===== config.mk =====
export PLATFORM = sky130hd
export DESIGN_NAME = tsdc_timer
export DESIGN_NICKNAME = d
export VERILOG_FILES = /design/src/core/tsdc_pkg.sv /design/src/core/tsdc_timer.sv
export SDC_FILE = /design/constraint.sdc
export NUM_CORES = 1
export LEC_CHECK = 0
export ABC_AREA = 1
export BUFFER_PORTS_ARGS = -buffer_cell sky130_fd_sc_hd__buf_2
export CAP_MARGIN = 20
export CORE_UTILIZATION = 56
export CTS_BUF_LIST = sky130_fd_sc_hd__clkbuf_16
export CTS_CLUSTER_SIZE = 24
export DETAILED_ROUTE_END_ITERATION = 7
export PLACE_DENSITY_LB_ADDON = 0.12
export SLEW_MARGIN = 10
export SYNTH_ARGS = -nofsm -noshare
export SYNTH_HDL_FRONTEND = slang
export SYNTH_SLANG_ARGS = --single-unit

===== constraint.sdc =====
create_clock -name i_clk -period 4.3 [get_ports i_clk]
set_clock_uncertainty 0.2 [all_clocks]
set_input_delay 0.43 -clock i_clk [delete_from_list [all_inputs] [get_ports i_clk]]
set_output_delay 0.43 -clock i_clk [all_outputs]
set_load 0.01 [all_outputs]

===== src/core/tsdc_pkg.sv =====
// package for the timer sync / dma / control block: map, fields, codes, state
// assumes a 32-bit register port with byte addresses, one word per register
`default_nettype none
package tsdc_pkg;

    localparam int CNT_W = 16;
    localparam int MSM_DELAY = 4; // own trigger delay matching a slave's sync path

    // register byte offsets
    localparam logic [7:0] OFS_CTL0 = 8'h00;
    localparam logic [7:0] OFS_MASTER = 8'h04;
    localparam logic [7:0] OFS_SLAVE = 8'h08;
    localparam logic [7:0] OFS_DMA_EN = 8'h0c;
    localparam logic [7:0] OFS_FLAGS = 8'h10;
    localparam logic [7:0] OFS_SW_EVENT = 8'h14;
    localparam logic [7:0] OFS_CH_CTL = 8'h18;
    localparam logic [7:0] OFS_COUNTER = 8'h24;
    localparam logic [7:0] OFS_PRESCALE = 8'h28;
    localparam logic [7:0] OFS_RELOAD = 8'h2c;
    localparam logic [7:0] OFS_CH0_CMP = 8'h34;
    localparam logic [7:0] OFS_DMA_CFG = 8'h48;
    localparam logic [7:0] OFS_DMA_BUF = 8'h4c;
    localparam logic [7:0] OFS_DEBUG = 8'h50;

    // counter_control fields
    localparam int CTL0_CEN = 0;
    localparam int CTL0_UPD_INH = 1;
    localparam int CTL0_UPD_SRC = 2;
    localparam int CTL0_ONE_SHOT = 3;
    localparam int CTL0_DIR = 4;
    localparam int CTL0_CAM = 5;
    localparam int CTL0_RELOAD_SHADOW_ENABLE = 7;
    localparam int CTL0_SAMPLE_CLOCK_DIVIDE = 8;
    // fields of the other registers
    localparam int MASTER_SEL = 0;
    localparam int SLAVE_MODE = 0;
    localparam int SLAVE_TSS = 4;
    localparam int SLAVE_MSM = 7;
    localparam int DMA_EN_UPD = 0;
    localparam int FLAG_UPD = 0;
    localparam int FLAG_CMP = 1;
    localparam int FLAG_TRG = 2;
    localparam int SW_UPDATE = 0;
    localparam int CH_MODE = 0;
    localparam int DMA_START = 0;
    localparam int DMA_BURST = 8;
    localparam int DEBUG_HOLD = 0;

    // reset values
    localparam logic [31:0] CTL0_RST = 32'h0000_0000;
    localparam logic [15:0] RELOAD_RST = 16'hffff;
    localparam logic [15:0] DATA16_RST = 16'h0000;

    // slave modes
    localparam logic [2:0] SMS_OFF = 3'h0;
    localparam logic [2:0] SMS_RESTART = 3'h4;
    localparam logic [2:0] SMS_PAUSE = 3'h5;
    localparam logic [2:0] SMS_EVENT = 3'h6;
    localparam logic [2:0] SMS_EXTCLK = 3'h7;
    // trigger sources 0..3 are internal_trigger_in[n]
    localparam logic [2:0] TSS_ITI2 = 3'h2;
    localparam logic [2:0] TSS_CH0_EDGE = 3'h4;
    localparam logic [2:0] TSS_CH0_LEVEL = 3'h5;
    // master output select
    localparam logic [2:0] MMS_RESET = 3'h0;
    localparam logic [2:0] MMS_ENABLE = 3'h1;
    localparam logic [2:0] MMS_UPDATE = 3'h2;
    localparam logic [2:0] MMS_CMP_PULSE = 3'h3;
    localparam logic [2:0] MMS_CMP_OUT = 3'h4;
    // sample clock divide and alignment
    localparam logic [1:0] SAMPLE_CLOCK_DIVIDE_1 = 2'h0;
    localparam logic [1:0] SAMPLE_CLOCK_DIVIDE_2 = 2'h1;
    localparam logic [1:0] SAMPLE_CLOCK_DIVIDE_4 = 2'h2;
    localparam logic [1:0] CAM_EDGE = 2'h0;
    localparam logic [1:0] CAM_DOWN = 2'h1;
    localparam logic [1:0] CAM_UP = 2'h2;
    localparam logic [1:0] CH_OUTPUT = 2'h0;

    typedef struct packed {
        logic counter_enable_bit;
        logic upd_inhibit;
        logic upd_src;
        logic one_shot;
        logic dir;
        logic reload_shadow_enable;
        logic [1:0] alignment_mode;
        logic [1:0] sample_clock_divide;
        logic [1:0] ch_mode;
        logic [2:0] mmc;
        logic [2:0] sms;
        logic [2:0] tss;
        logic master_slave_sync;
        logic dma_upd_en;
        logic hold;
        logic [4:0] dma_start;
        logic [4:0] dma_burst;
        logic [4:0] dma_idx;
        logic dma_act;
        logic dma_req;
        logic [CNT_W-1:0] cnt;
        logic [CNT_W-1:0] psc;
        logic [CNT_W-1:0] psc_cnt;
        logic [CNT_W-1:0] car;
        logic [CNT_W-1:0] car_sh;
        logic [CNT_W-1:0] cmp;
        logic flag_upd;
        logic flag_cmp;
        logic flag_trg;
        logic trigger_out;
        logic [31:0] rdata;
        logic [3:0] iti_s1;
        logic [3:0] iti_s2;
        logic [3:0] iti_s3;
        logic [3:0] iti_st;
        logic ci_s1;
        logic ci_s2;
        logic ci_s3;
        logic ci_st;
        logic ci_smp;
        logic [1:0] dts_cnt;
        logic [MSM_DELAY-1:0] msm_dly;
    } tsdc_state_t;

endpackage

`default_nettype wire


===== src/core/tsdc_timer.sv =====
// timer core: master/slave triggering, dma burst through a buffer register,
// counter control register, debug hold, sample clock divider
// assumes one 100 MHz clock, async active-low reset, single-cycle register port
//
// Summary of operation
// [RULE1] master drives trigger_out from selected event
// [RULE2] slave acts on trigger per slave mode
// [RULE3] select 010 outputs update event pulse
// [RULE4] select 001 outputs counter enable level
// [RULE5] source 010 takes internal trigger input 2
// [RULE6] mode 111 counts on each trigger edge
// [RULE7] mode 110 trigger sets counter enable
// [RULE8] source 100 takes channel0 input edge
// [RULE9] sync bit delays own trigger response
// [RULE10] dma buffer access routed to start register
// [RULE11] burst length plus one requests, word steps
// [RULE12] new dma event restarts the burst
// [RULE13] debug halt with hold bit freezes counter
// [RULE14] bits 9:8 divide sample clock 1/2/4
// [RULE15] bit 7 shadows reload until update event
// [RULE16] alignment 00 edge, else center counting
// [RULE17] alignment 01 compare flag only counting down
// [RULE18] alignment 10 compare flag only counting up
// [RULE19] alignment 11 compare flag both directions
// [RULE20] control register accessed by full words
// [RULE21] bit 4 direction, read-only when centered
// [RULE22] bit 3 stops counter at update event
// [RULE23] bit 1 blocks update, still reinitialises
// [RULE24] software sets enable for extclk/pause
// [RULE25] internal triggers synchronised before use
`timescale 1ns/1ps
`default_nettype none

module tsdc_timer (
    input wire logic i_clk, // timer clock
    input wire logic i_rst_n, // async reset, active low
    input wire logic [7:0] i_addr, // register byte address
    input wire logic [31:0] i_wr_data, // write data
    input wire logic i_wr_en, // write strobe
    input wire logic i_rd_en, // read strobe
    output logic [31:0] o_rd_data, // read data, cycle after strobe
    input wire logic [3:0] i_internal_trigger_in, // triggers from other timers
    input wire logic i_channel0_input, // channel 0 pin
    input wire logic i_debug_halted, // processor halted in debug
    output logic o_trigger_out, // trigger to other timers
    output logic o_dma_req // dma request level
);

    tsdc_pkg::tsdc_state_t q;
    tsdc_pkg::tsdc_state_t d;

    logic buf_hit;
    logic [5:0] dma_word;
    logic [7:0] eff_addr;
    logic dts_tick;
    logic ci_edge;
    logic [3:0] iti_edge;
    logic trig_edge;
    logic trig_lvl;
    logic trig_act;
    logic encoder;
    logic halted;
    logic sw_req;
    logic reinit;
    logic tick;
    logic step;
    logic ovf;
    logic uev;
    logic uev_flag;
    logic cmp_hit;
    logic dir_ok;
    logic dma_evt;
    logic [15:0] car_a;
    logic [15:0] cnt_n;
    logic dir_n;
    logic [31:0] rv;

    always_comb begin
        d = q;
        // buffer accesses are redirected to the burst window
        buf_hit = (i_wr_en || i_rd_en) && (i_addr == tsdc_pkg::OFS_DMA_BUF);
        dma_word = {1'b0, q.dma_start} + {1'b0, q.dma_idx};
        eff_addr = buf_hit ? {dma_word, 2'b00} : i_addr; // RULE10

        // three-stage synchronisers, level accepted when stages 2 and 3 agree
        d.iti_s1 = i_internal_trigger_in;
        d.iti_s2 = q.iti_s1;
        d.iti_s3 = q.iti_s2;
        for (int i = 0; i < 4; i++) begin
            if (q.iti_s2[i] == q.iti_s3[i]) begin
                d.iti_st[i] = q.iti_s3[i]; // RULE25
            end
        end
        d.ci_s1 = i_channel0_input;
        d.ci_s2 = q.ci_s1;
        d.ci_s3 = q.ci_s2;
        if (q.ci_s2 == q.ci_s3) begin
            d.ci_st = q.ci_s3;
        end
        iti_edge = d.iti_st & ~q.iti_st;

        // sample clock enable; reserved code behaves as divide by one
        d.dts_cnt = q.dts_cnt + 2'h1;
        unique case (q.sample_clock_divide)
            tsdc_pkg::SAMPLE_CLOCK_DIVIDE_2: dts_tick = q.dts_cnt[0]; // RULE14
            tsdc_pkg::SAMPLE_CLOCK_DIVIDE_4: dts_tick = (q.dts_cnt == 2'h3); // RULE14
            default: dts_tick = 1'b1;
        endcase
        if (dts_tick) begin
            d.ci_smp = q.ci_st;
        end
        ci_edge = dts_tick && q.ci_st && !q.ci_smp;

        // trigger source select
        trig_edge = 1'b0;
        trig_lvl = 1'b0;
        if (q.tss < tsdc_pkg::TSS_CH0_EDGE) begin
            trig_edge = iti_edge[q.tss[1:0]]; // RULE5
            trig_lvl = q.iti_st[q.tss[1:0]];
        end else if (q.tss == tsdc_pkg::TSS_CH0_EDGE) begin
            trig_edge = ci_edge; // RULE8
            trig_lvl = q.ci_smp;
        end else if (q.tss == tsdc_pkg::TSS_CH0_LEVEL) begin
            trig_edge = ci_edge;
            trig_lvl = q.ci_smp;
        end

        // sync mode holds back the own response to line up with the slave
        d.msm_dly = {q.msm_dly[tsdc_pkg::MSM_DELAY-2:0], trig_edge};
        trig_act = q.master_slave_sync ? q.msm_dly[tsdc_pkg::MSM_DELAY-1] : trig_edge; // RULE9

        // counter clocking
        encoder = (q.sms != tsdc_pkg::SMS_OFF) && (q.sms < tsdc_pkg::SMS_RESTART);
        halted = q.hold && i_debug_halted; // RULE13
        sw_req = i_wr_en && (eff_addr == tsdc_pkg::OFS_SW_EVENT) &&
            i_wr_data[tsdc_pkg::SW_UPDATE];
        reinit = sw_req || ((q.sms == tsdc_pkg::SMS_RESTART) && trig_act); // RULE2
        // enable must come from software in external clock and pause modes
        tick = q.counter_enable_bit && !halted && !encoder && // RULE24
            ((q.sms != tsdc_pkg::SMS_EXTCLK) || trig_act) && // RULE6
            ((q.sms != tsdc_pkg::SMS_PAUSE) || trig_lvl); // RULE2
        step = 1'b0;
        if (tick) begin
            if (q.psc_cnt >= q.psc) begin
                d.psc_cnt = tsdc_pkg::DATA16_RST;
                step = 1'b1;
            end else begin
                d.psc_cnt = q.psc_cnt + 16'h0001;
            end
        end

        car_a = q.reload_shadow_enable ? q.car_sh : q.car; // RULE15
        cnt_n = q.cnt;
        dir_n = q.dir;
        ovf = 1'b0;
        if (step) begin
            if (q.alignment_mode == tsdc_pkg::CAM_EDGE) begin // RULE16
                if (!q.dir) begin
                    if (q.cnt >= car_a) begin
                        cnt_n = 16'h0000;
                        ovf = 1'b1;
                    end else begin
                        cnt_n = q.cnt + 16'h0001;
                    end
                end else if (q.cnt == 16'h0000) begin
                    cnt_n = car_a;
                    ovf = 1'b1;
                end else begin
                    cnt_n = q.cnt - 16'h0001;
                end
            end else if (!q.dir) begin // RULE16
                if (({1'b0, q.cnt} + 17'h0_0001) >= {1'b0, car_a}) begin
                    cnt_n = car_a;
                    dir_n = 1'b1;
                    ovf = 1'b1;
                end else begin
                    cnt_n = q.cnt + 16'h0001;
                end
            end else if (q.cnt <= 16'h0001) begin
                cnt_n = 16'h0000;
                dir_n = 1'b0;
                ovf = 1'b1;
            end else begin
                cnt_n = q.cnt - 16'h0001;
            end
        end
        unique case (q.alignment_mode)
            tsdc_pkg::CAM_EDGE: dir_ok = 1'b1;
            tsdc_pkg::CAM_DOWN: dir_ok = q.dir; // RULE17
            tsdc_pkg::CAM_UP: dir_ok = !q.dir; // RULE18
            default: dir_ok = 1'b1; // RULE19
        endcase
        cmp_hit = step && (cnt_n == q.cmp) && (q.ch_mode == tsdc_pkg::CH_OUTPUT) && dir_ok;
        d.cnt = cnt_n;
        d.dir = dir_n;
        if (reinit) begin
            // counter and prescaler restart even when updates are blocked
            d.psc_cnt = tsdc_pkg::DATA16_RST; // RULE23
            d.cnt = (q.dir && q.alignment_mode == tsdc_pkg::CAM_EDGE) ? car_a : 16'h0000;
            if (q.alignment_mode != tsdc_pkg::CAM_EDGE) begin
                d.dir = 1'b0;
            end
        end
        uev = !q.upd_inhibit && (ovf || reinit); // RULE23
        uev_flag = uev && (!q.upd_src || ovf);
        if (uev) begin
            d.car_sh = q.car; // RULE15
        end
        dma_evt = uev_flag && q.dma_upd_en;

        // register writes; control register is word-wide only
        if (i_wr_en) begin
            unique case (eff_addr)
                tsdc_pkg::OFS_CTL0: begin // RULE20
                    d.counter_enable_bit = i_wr_data[tsdc_pkg::CTL0_CEN];
                    d.upd_inhibit = i_wr_data[tsdc_pkg::CTL0_UPD_INH];
                    d.upd_src = i_wr_data[tsdc_pkg::CTL0_UPD_SRC];
                    d.one_shot = i_wr_data[tsdc_pkg::CTL0_ONE_SHOT];
                    d.alignment_mode = i_wr_data[tsdc_pkg::CTL0_CAM +: 2];
                    d.reload_shadow_enable = i_wr_data[tsdc_pkg::CTL0_RELOAD_SHADOW_ENABLE];
                    d.sample_clock_divide = i_wr_data[tsdc_pkg::CTL0_SAMPLE_CLOCK_DIVIDE +: 2];
                    if (q.alignment_mode == tsdc_pkg::CAM_EDGE && !encoder) begin
                        d.dir = i_wr_data[tsdc_pkg::CTL0_DIR]; // RULE21
                    end
                end
                tsdc_pkg::OFS_MASTER: d.mmc = i_wr_data[tsdc_pkg::MASTER_SEL +: 3];
                tsdc_pkg::OFS_SLAVE: begin
                    d.sms = i_wr_data[tsdc_pkg::SLAVE_MODE +: 3];
                    d.tss = i_wr_data[tsdc_pkg::SLAVE_TSS +: 3];
                    d.master_slave_sync = i_wr_data[tsdc_pkg::SLAVE_MSM];
                end
                tsdc_pkg::OFS_DMA_EN: d.dma_upd_en = i_wr_data[tsdc_pkg::DMA_EN_UPD];
                tsdc_pkg::OFS_FLAGS: begin
                    d.flag_upd = q.flag_upd && !i_wr_data[tsdc_pkg::FLAG_UPD];
                    d.flag_cmp = q.flag_cmp && !i_wr_data[tsdc_pkg::FLAG_CMP];
                    d.flag_trg = q.flag_trg && !i_wr_data[tsdc_pkg::FLAG_TRG];
                end
                tsdc_pkg::OFS_CH_CTL: d.ch_mode = i_wr_data[tsdc_pkg::CH_MODE +: 2];
                tsdc_pkg::OFS_COUNTER: d.cnt = i_wr_data[15:0];
                tsdc_pkg::OFS_PRESCALE: d.psc = i_wr_data[15:0];
                tsdc_pkg::OFS_RELOAD: d.car = i_wr_data[15:0];
                tsdc_pkg::OFS_CH0_CMP: d.cmp = i_wr_data[15:0];
                tsdc_pkg::OFS_DMA_CFG: begin
                    d.dma_start = i_wr_data[tsdc_pkg::DMA_START +: 5];
                    d.dma_burst = i_wr_data[tsdc_pkg::DMA_BURST +: 5];
                end
                tsdc_pkg::OFS_DEBUG: d.hold = i_wr_data[tsdc_pkg::DEBUG_HOLD];
                default: ;
            endcase
        end
        if (!q.reload_shadow_enable && !uev) begin
            d.car_sh = d.car;
        end

        // hardware events win over software in the same cycle
        if (q.one_shot && (ovf || uev)) begin
            d.counter_enable_bit = 1'b0; // RULE22
        end
        if (q.sms == tsdc_pkg::SMS_EVENT && trig_act) begin
            d.counter_enable_bit = 1'b1; // RULE7
        end
        if (uev_flag) begin
            d.flag_upd = 1'b1;
        end
        if (cmp_hit) begin
            d.flag_cmp = 1'b1;
        end
        if (trig_edge && q.sms != tsdc_pkg::SMS_OFF) begin
            d.flag_trg = 1'b1; // RULE9
        end

        // dma burst sequencing; request drops for a cycle after each access but the last, which ends the burst
        if (dma_evt) begin
            d.dma_act = 1'b1; // RULE12
            d.dma_idx = 5'h00;
            d.dma_req = 1'b1;
        end else if (buf_hit && q.dma_act) begin
            d.dma_req = 1'b0;
            if (q.dma_idx == q.dma_burst) begin
                d.dma_act = 1'b0; // RULE11
                d.dma_idx = 5'h00;
            end else begin
                d.dma_idx = q.dma_idx + 5'h01; // RULE11
            end
        end else if (q.dma_act && !q.dma_req) begin
            d.dma_req = 1'b1; // RULE10
        end

        // trigger output, built from next-state so it leaves a flop
        unique case (q.mmc)
            tsdc_pkg::MMS_RESET: d.trigger_out = reinit; // RULE1
            tsdc_pkg::MMS_ENABLE: d.trigger_out = d.counter_enable_bit || (d.master_slave_sync && (|d.msm_dly)); // RULE4
            tsdc_pkg::MMS_UPDATE: d.trigger_out = uev; // RULE3
            tsdc_pkg::MMS_CMP_PULSE: d.trigger_out = cmp_hit; // RULE1
            tsdc_pkg::MMS_CMP_OUT: d.trigger_out = (d.cnt < d.cmp); // RULE1
            default: d.trigger_out = 1'b0;
        endcase

        // read path, data valid only in the cycle after the strobe
        rv = 32'h0000_0000;
        unique case (eff_addr)
            tsdc_pkg::OFS_CTL0: begin
                rv[tsdc_pkg::CTL0_CEN] = q.counter_enable_bit;
                rv[tsdc_pkg::CTL0_UPD_INH] = q.upd_inhibit;
                rv[tsdc_pkg::CTL0_UPD_SRC] = q.upd_src;
                rv[tsdc_pkg::CTL0_ONE_SHOT] = q.one_shot;
                rv[tsdc_pkg::CTL0_DIR] = q.dir;
                rv[tsdc_pkg::CTL0_CAM +: 2] = q.alignment_mode;
                rv[tsdc_pkg::CTL0_RELOAD_SHADOW_ENABLE] = q.reload_shadow_enable;
                rv[tsdc_pkg::CTL0_SAMPLE_CLOCK_DIVIDE +: 2] = q.sample_clock_divide;
            end
            tsdc_pkg::OFS_MASTER: rv[tsdc_pkg::MASTER_SEL +: 3] = q.mmc;
            tsdc_pkg::OFS_SLAVE: begin
                rv[tsdc_pkg::SLAVE_MODE +: 3] = q.sms;
                rv[tsdc_pkg::SLAVE_TSS +: 3] = q.tss;
                rv[tsdc_pkg::SLAVE_MSM] = q.master_slave_sync;
            end
            tsdc_pkg::OFS_DMA_EN: rv[tsdc_pkg::DMA_EN_UPD] = q.dma_upd_en;
            tsdc_pkg::OFS_FLAGS: begin
                rv[tsdc_pkg::FLAG_UPD] = q.flag_upd;
                rv[tsdc_pkg::FLAG_CMP] = q.flag_cmp;
                rv[tsdc_pkg::FLAG_TRG] = q.flag_trg;
            end
            tsdc_pkg::OFS_CH_CTL: rv[tsdc_pkg::CH_MODE +: 2] = q.ch_mode;
            tsdc_pkg::OFS_COUNTER: rv[15:0] = q.cnt;
            tsdc_pkg::OFS_PRESCALE: rv[15:0] = q.psc;
            tsdc_pkg::OFS_RELOAD: rv[15:0] = q.car;
            tsdc_pkg::OFS_CH0_CMP: rv[15:0] = q.cmp;
            tsdc_pkg::OFS_DMA_CFG: begin
                rv[tsdc_pkg::DMA_START +: 5] = q.dma_start;
                rv[tsdc_pkg::DMA_BURST +: 5] = q.dma_burst;
            end
            tsdc_pkg::OFS_DEBUG: rv[tsdc_pkg::DEBUG_HOLD] = q.hold;
            default: ;
        endcase
        d.rdata = i_rd_en ? rv : 32'h0000_0000;
    end

    always_ff @(posedge i_clk or negedge i_rst_n) begin
        if (!i_rst_n) begin
            q <= '0;
            q.car <= tsdc_pkg::RELOAD_RST;
            q.car_sh <= tsdc_pkg::RELOAD_RST;
        end else begin
            q <= d;
        end
    end

    assign o_rd_data = q.rdata;
    assign o_trigger_out = q.trigger_out;
    assign o_dma_req = q.dma_req;

    AST_UPDATE_TRIGGER_OUT: assert property (@(posedge i_clk) disable iff (!i_rst_n) // RULE3
        (q.mmc == tsdc_pkg::MMS_UPDATE && uev) |=> o_trigger_out)
        else $error("update event not sent on trigger output");

    AST_ENABLE_TRIGGER_OUT: assert property (@(posedge i_clk) disable iff (!i_rst_n) // RULE4
        (q.mmc == tsdc_pkg::MMS_ENABLE && $stable(q.mmc) && !q.master_slave_sync) |-> (o_trigger_out == q.counter_enable_bit))
        else $error("trigger output does not follow counter enable");

    AST_EXTCLK_STEP: assert property (@(posedge i_clk) disable iff (!i_rst_n) // RULE6
        (q.sms == tsdc_pkg::SMS_EXTCLK && trig_act && q.counter_enable_bit && !halted && !reinit
            && q.psc_cnt >= q.psc && q.alignment_mode == tsdc_pkg::CAM_EDGE && car_a != 16'h0000
            && !(i_wr_en && eff_addr == tsdc_pkg::OFS_COUNTER)) |=> $changed(q.cnt))
        else $error("external clock edge did not advance counter");

    AST_EVENT_CEN: assert property (@(posedge i_clk) disable iff (!i_rst_n) // RULE7
        (q.sms == tsdc_pkg::SMS_EVENT && trig_act) |=> q.counter_enable_bit)
        else $error("event mode trigger did not set enable");

    AST_MSM_DELAY: assert property (@(posedge i_clk) disable iff (!i_rst_n) // RULE9
        (q.master_slave_sync && $stable(q.master_slave_sync) && trig_edge && q.sms == tsdc_pkg::SMS_EVENT
            && $stable(q.sms)) ##4 (q.master_slave_sync && q.sms == tsdc_pkg::SMS_EVENT) |=> q.counter_enable_bit)
        else $error("synchronised trigger response not after fixed delay");

    AST_DMA_LAST: assert property (@(posedge i_clk) disable iff (!i_rst_n) // RULE11
        (buf_hit && q.dma_act && q.dma_idx == q.dma_burst && !dma_evt) |=> !q.dma_act)
        else $error("dma burst ran past its length");

    AST_DMA_NEXT: assert property (@(posedge i_clk) disable iff (!i_rst_n) // RULE11
        (buf_hit && q.dma_act && q.dma_idx != q.dma_burst && !dma_evt)
            |=> !o_dma_req ##1 o_dma_req)
        else $error("next dma request not raised");

    AST_DMA_RESTART: assert property (@(posedge i_clk) disable iff (!i_rst_n) // RULE12
        dma_evt |=> (q.dma_act && q.dma_req && q.dma_idx == 5'h00))
        else $error("dma event did not restart the burst");

    AST_DEBUG_HOLD: assert property (@(posedge i_clk) disable iff (!i_rst_n) // RULE13
        (halted && !reinit && !(i_wr_en && eff_addr == tsdc_pkg::OFS_COUNTER))
            |=> $stable(q.cnt))
        else $error("counter moved during debug hold");

    AST_SHADOW_HOLD: assert property (@(posedge i_clk) disable iff (!i_rst_n) // RULE15
        (q.reload_shadow_enable && !uev) |=> $stable(q.car_sh))
        else $error("reload shadow changed without update");

    AST_CMP_DOWN_ONLY: assert property (@(posedge i_clk) disable iff (!i_rst_n) // RULE17
        ($rose(q.flag_cmp) && $past(q.alignment_mode) == tsdc_pkg::CAM_DOWN) |-> $past(q.dir))
        else $error("compare flag set while counting up");

    AST_ONE_SHOT: assert property (@(posedge i_clk) disable iff (!i_rst_n) // RULE22
        (q.one_shot && ovf && !(q.sms == tsdc_pkg::SMS_EVENT && trig_act)) |=> !q.counter_enable_bit)
        else $error("one-shot counter kept running");

    AST_INHIBIT: assert property (@(posedge i_clk) disable iff (!i_rst_n) // RULE23
        (q.upd_inhibit && sw_req) |=> (!$rose(q.flag_upd) && q.psc_cnt == 16'h0000))
        else $error("blocked update still signalled");

    AST_SYNC_AGREE: assert property (@(posedge i_clk) disable iff (!i_rst_n) // RULE25
        $rose(q.iti_st[2]) |-> ($past(q.iti_s2[2]) && $past(q.iti_s3[2])))
        else $error("trigger accepted before synchroniser agreed");

endmodule

`default_nettype wire


* After elaboration in Yosys (flattened, before gate mapping) *
Cells that the tools add are included.

cells by class
  equal/unequal tests = 35
  mux-type cells = 89
  magnitude comparators = 8
  bitwise gates (word level) = 2
  add/sub/neg operators = 7
  reductions and logical operators = 81

operator list
  operator                                              count
  two-way mux 16 bit                                    22
  two-way mux 1 bit                                     40
  two-way mux 34 bit                                    1
  adder 16 x 1 -> 16 bit, second input constant         2
  == test 8 x 6 -> 1 bit, second input constant         4
  >= comparator 16 bit                                  2
  two-way mux 32 bit                                    1
  logical AND 1 bit                                     30
  == test 8 x 5 -> 1 bit, second input constant         3
  == test 8 x 7 -> 1 bit, second input constant         3
  AND reduction 2 bit                                   12
  nonzero test 2 bit                                    11
  two-way mux 10 bit                                    2
  two-way mux 19 bit                                    1
  one-hot mux 3 bit (6 select lines)                    1
  adder 16 x 1 -> 17 bit, second input constant         1
  >= comparator 17 x 16 -> 1 bit                        1
  == test 16 bit                                        1
  == test 8 x 4 -> 1 bit, second input constant         2
  <= comparator 16 x 1 -> 1 bit, second input constant  1
  zero test 16 bit                                      1
  < comparator 16 bit                                   1
  subtractor 16 x 1 -> 16 bit, second input constant    1
  == test 3 bit, second input constant                  5
  39 further kinds                                      73

word-level totals
  bits in registers = 184
  output and inout port bits = 34

* Depth between registers and ports, before layout *
  depth after elaboration = 22
  gate-level depth with buffers = 35
  depth with buffers taken out = 35

* Worst setup path after synthesis *
No wires, ideal clock.

  path type = reg2reg
  from = register q[143] (netlist bit)
  to = register q, in the netlist o_trigger_out
  buffers on the path = 0
  setup slack = 0.097 ns
  setup time = 0.065 ns
  stages on the path, launching flop included = 34
  arrival = 3.938 ns
  cells stage by stage = dfrtp_1 > ha_1 > nand2_2 > nor2_4 > nand2_1 > nor2_1 > nand4_1 > xor2_1 > inv_1 > ha_1 > nand2_1 > inv_1 > nand2_1 > nor2_1 > nand2_1 > nand3_1 > nand2_1 > nand3_4 > nor2_4 > nand2_1 > o211ai_1 > nand2_1 > nand3_1 > nand2_1 > a221oi_1 > a21oi_1 > ha_1 > nand2_1 > nor2_1 > a211oi_1 > o221ai_1 > nor4_1 > nand2_1 > nand2_1

RTL lines
  element      RTL line          text
  from (decl)  tsdc_timer.sv:49  tsdc_pkg::tsdc_state_t q;

==> flow_summary.json <==
{
  "grt_overflow": 0,
  "clock_latency_ns": 0.45,
  "ys_ff_latch": 184,
  "worst-path-max-fanout": 4,
  "synth_edf_count": 0,
  "power_frac_seq_pct": 27.4,
  "p_sw_share_pct": 41.49,
  "cts.sinks": 184,
  "dieArea_sq_mm": 0.02301,
  "final_area_sq_mm": 0.01568,
  "gp_congestion": 1.007,
  "syn_inst": 1690,
  "path_common_cell": "nand2_1",
  "setup_viol_count_final": 1,
  "wl_per_cell_um": 19.46,
  "cts_tree": "done",
  "status": "finished with violations",
  "p_total_uw": 7835,
  "syn_area_sq_mm": 0.01255,
  "ys_seq_area_share_pct": 37.01,
  "cts_buffers": 17,
  "placed_cell_area_sq_mm": 0.01459,
  "max_stage_delay_ns": 0.40,
  "final_nets": 2081,
  "max_freq_mhz": 204.5,
  "die_h_um": 151.7,
  "core-area_sq_mm": 0.02189,
  "io_pins": 84,
  "grt_antenna_before_repair": 0,
  "drv_cap": 0,
  "setup.worst_path.class": "reg -> reg",
  "drive_gt1_share_pct": 24.13,
  "antenna_cells": 0,
  "stdcell_count": 2244,
  "p_int_uw": 4584,
  "grt_max_degree": 96,
  "grt_pass1_vias": 12074,
  "worstPathRequired_ns": 4.48,
  "ys_warn_count": 0,
  "tns_ns": -0.5908,
  "crit_path_top_delay_cell": "dfrtp_1",
  "period_share_pct": 113.7,
  "violations": "setup timing",
  "p_switching_uw": 3251,
  "h-tree-depth": 4,
  "start_util_pct": 57.32,
  "placedCellCount": 2195,
  "p_comb_share_pct": 51.4,
  "cp_data_arrival_time_ns": 5.07,
  "ant_nets": 0,
  "p_per_area_mw_per_mm2": 499.7,
  "die_w_um": 151.7,
  "avgSynthCellArea_sq_um": 7.425,
  "max-slew-margin-rel_pct": 49.32,
  "clk_pin_slew_worst_paths_ns": 0.09,
  "track_usage_pct": 38.82,
  "clockPowerShare_pct": 21.2,
  "dr.first_iter.drc_count": 1339,
  "worstHoldPathType": "in -> reg",
  "first_pass_iters": 6,
  "drv_slew": 0,
  "ys.flop_type": "dfrtp_1",
  "synthToLayoutAreaGrowth_pct": 24.95,
  "p_leak_uw": 0.008007,
  "routed-via-count": 12944,
  "timing.final.ws_setup_ns": -0.5908,
  "hold_ws_ns": 0.07616,
  "tightest_slew_ns": 0.7603,
  "dp_hpwl_um": 34240,
  "io_buffers": 51,
  "grt_pass1_wl_um": 65810,
  "async_reset_ff_share_pct": 100.0,
  "rsz0062_at_grt": "yes",
  "worstSetupStartpointType": "flip-flop",
  "clk_path_buf_depth": 2,
  "num_rows": 54,
  "min_period_ns": 4.891,
  "endpoint_kind": "flip-flop",
  "ys_types": 59,
  "wl_um": 43670,
  "vias_per_cell": 5.768,
  "finalHoldViolations": 0,
  "ir_drop_mv": 0.3132,
  "drc": 0,
  "clockRootBuffer": "clkbuf_16"
}
synth_stat cells (4+ instances only):
| library cell | number | area share (%) |
|---|---|---|
| nand2_1 | 396 | 12 |
| dfstp_2 | 32 | 6.7 |
| a221oi_1 | 25 | 1.7 |
| o21a_1 | 4 | 0.24 |
| inv_1 | 250 | 7.5 |
| clkbuf_1 | 25 | 0.75 |
| nor4_1 | 6 | 0.30 |
| o211ai_1 | 20 | 1.2 |
| nor3_1 | 27 | 1.1 |
| ha_1 | 79 | 7.9 |
| dfrtp_1 | 152 | 30 |
| a22oi_1 | 4 | 0.24 |
| o22ai_1 | 34 | 1.7 |
| buf_2 | 14 | 0.56 |
| o21ai_0 | 129 | 5.1 |
| nor2_1 | 123 | 3.7 |
| nand3_1 | 75 | 3.0 |
| nand2_2 | 5 | 0.25 |
| xor2_1 | 39 | 2.7 |
| nor2_4 | 8 | 0.72 |
| nor2_2 | 8 | 0.40 |
| a21oi_1 | 67 | 2.7 |
| o221ai_1 | 6 | 0.42 |
| inv_2 | 18 | 0.54 |
| nor3_2 | 4 | 0.32 |
| a31oi_1 | 6 | 0.30 |
| o21ai_1 | 31 | 1.2 |
| nand4_1 | 19 | 0.95 |
| a211oi_1 | 6 | 0.36 |
| buf_4 | 33 | 2.0 |
per-stage QoR:
| stage | setup WS (ns) | util [%] |
|---|---|---|
| after floorplan | 0.09724 | - |
| after global placement | -0.2996 | 66.67 |
| after detailed placement | -0.5048 | 66.67 |
| after CTS | -0.4303 | 70.03 |
| after global routing | -0.8118 | 71.62 |
| final | -0.5908 | 71.62 |
sequential cells by signal, indices dropped and copies added, names as in the netlist:
name,count
q,153
o_trigger_out,1
d,13
o_dma_req,1
o_rd_data,16
cell type report:
cell class              instances  area (sq um)
clock buffers                  17         425.4
flip-flops and latches        184          4644
repair buffers                302          2223
multi-input cells            1174          6813
well taps                     280         350.3
clock inverters                15         198.9
inverters                     272          1023
fillers                      1809          6212
power by group through the flow:
| stage | registers [uW] | logic [uW] | clock network, uW |
|---|---|---|---|
| 2_1_floorplan | 2140 | 1950 | 0 |
| 6_report | 2150 | 4030 | 1660 |
| 5_1_grt | 2170 | 4410 | 1740 |
| 3_5_place_dp | 2170 | 3680 | 0 |
| 4_1_cts | 2140 | 3740 | 1670 |
| 3_3_place_gp | 2170 | 3620 | 0 |
routing by layer:
metal / vias to the layer above / share of wire (%) / GRT usage (%)
li1: 6033 / - / -
met5: - / 0 / 0
met2: 684 / 45 / 60.70
met3: 123 / 9.9 / 8.114
met1: 6104 / 41 / 52.70
met4: 0 / 3.8 / 14.75
repair_timing:
item                                   CTS  global route
buffers inserted                         3             8
resized for setup                        7            71
endpoints found under the hold margin   85             0
setup endpoints to repair                2            28
hold buffers                             6             0
pin swaps                                2            34
gates cloned                             0             0
logic make-up after synthesis:
kind of cell	synth area share (%)
buffers and inverters	11.54
muxes	0.07977
other	0.02988
xor gates and xnor gates	2.932
AOI/OAI and AO/OA	16.80
and+or+nand+nor	23.33
adders and majority gates	8.276
DFF	37.01
worst paths after layout:
path / from / endpoint / slack, ns / depth (start not counted)
worst max register to register: q[144] / o_trigger_out / -0.59 / 33
worst min-delay path: i_wr_data[3] / q[98] / 0.08 / 3
worst max-delay path: q[144] / o_trigger_out / -0.59 / 33
min in group asynchronous: i_rst_n / q[117] / 0.45 / 2
worst min register to register: d[22] / d[18] / 0.16 / 0
max in group asynchronous: i_rst_n / q[102] / 2.45 / 3
worst max-delay path: cells and delay by family, from the launching register on:
kind / cells / cell delay [ns]
flip-flops: 1 / 0.40
AO/OA/AOI/OAI: 4 / 0.76
adder cells (fa/ha/maj): 3 / 0.79
AND/OR/NAND/NOR: 22 / 2.19
XOR/XNOR: 1 / 0.21
buffers and inverters: 3 / 0.29
cell usage in the layout (no fill, tap or decap), drive strengths merged, types with 2 or more instances in the layout:
cell | synthesis | routed
nand2 | 402 | 402
buf | 49 | 295
inv | 269 | 280
o21ai | 162 | 162
dfrtp | 152 | 152
nor2 | 139 | 139
ha | 79 | 79
nand3 | 78 | 78
a21oi | 69 | 69
xor2 | 39 | 39
o22ai | 34 | 34
dfstp | 32 | 32
nor3 | 31 | 31
a221oi | 25 | 25
o211ai | 21 | 21
nand4 | 19 | 19
clkbuf | 26 | 18
conb | 1 | 16
nor4 | 7 | 7
clkinv | 3 | 7
a31oi | 6 | 6
dlygate4sd3 | 0 | 6
o221ai | 6 | 6
a211oi | 6 | 6
o21a | 4 | 4
a22oi | 4 | 4
maj3 | 3 | 3
xnor2 | 3 | 3
o31ai | 3 | 3
and3 | 3 | 3
o32ai | 3 | 3
o2111ai | 2 | 2
Note: power is estimated with default switching activity, not from simulation.
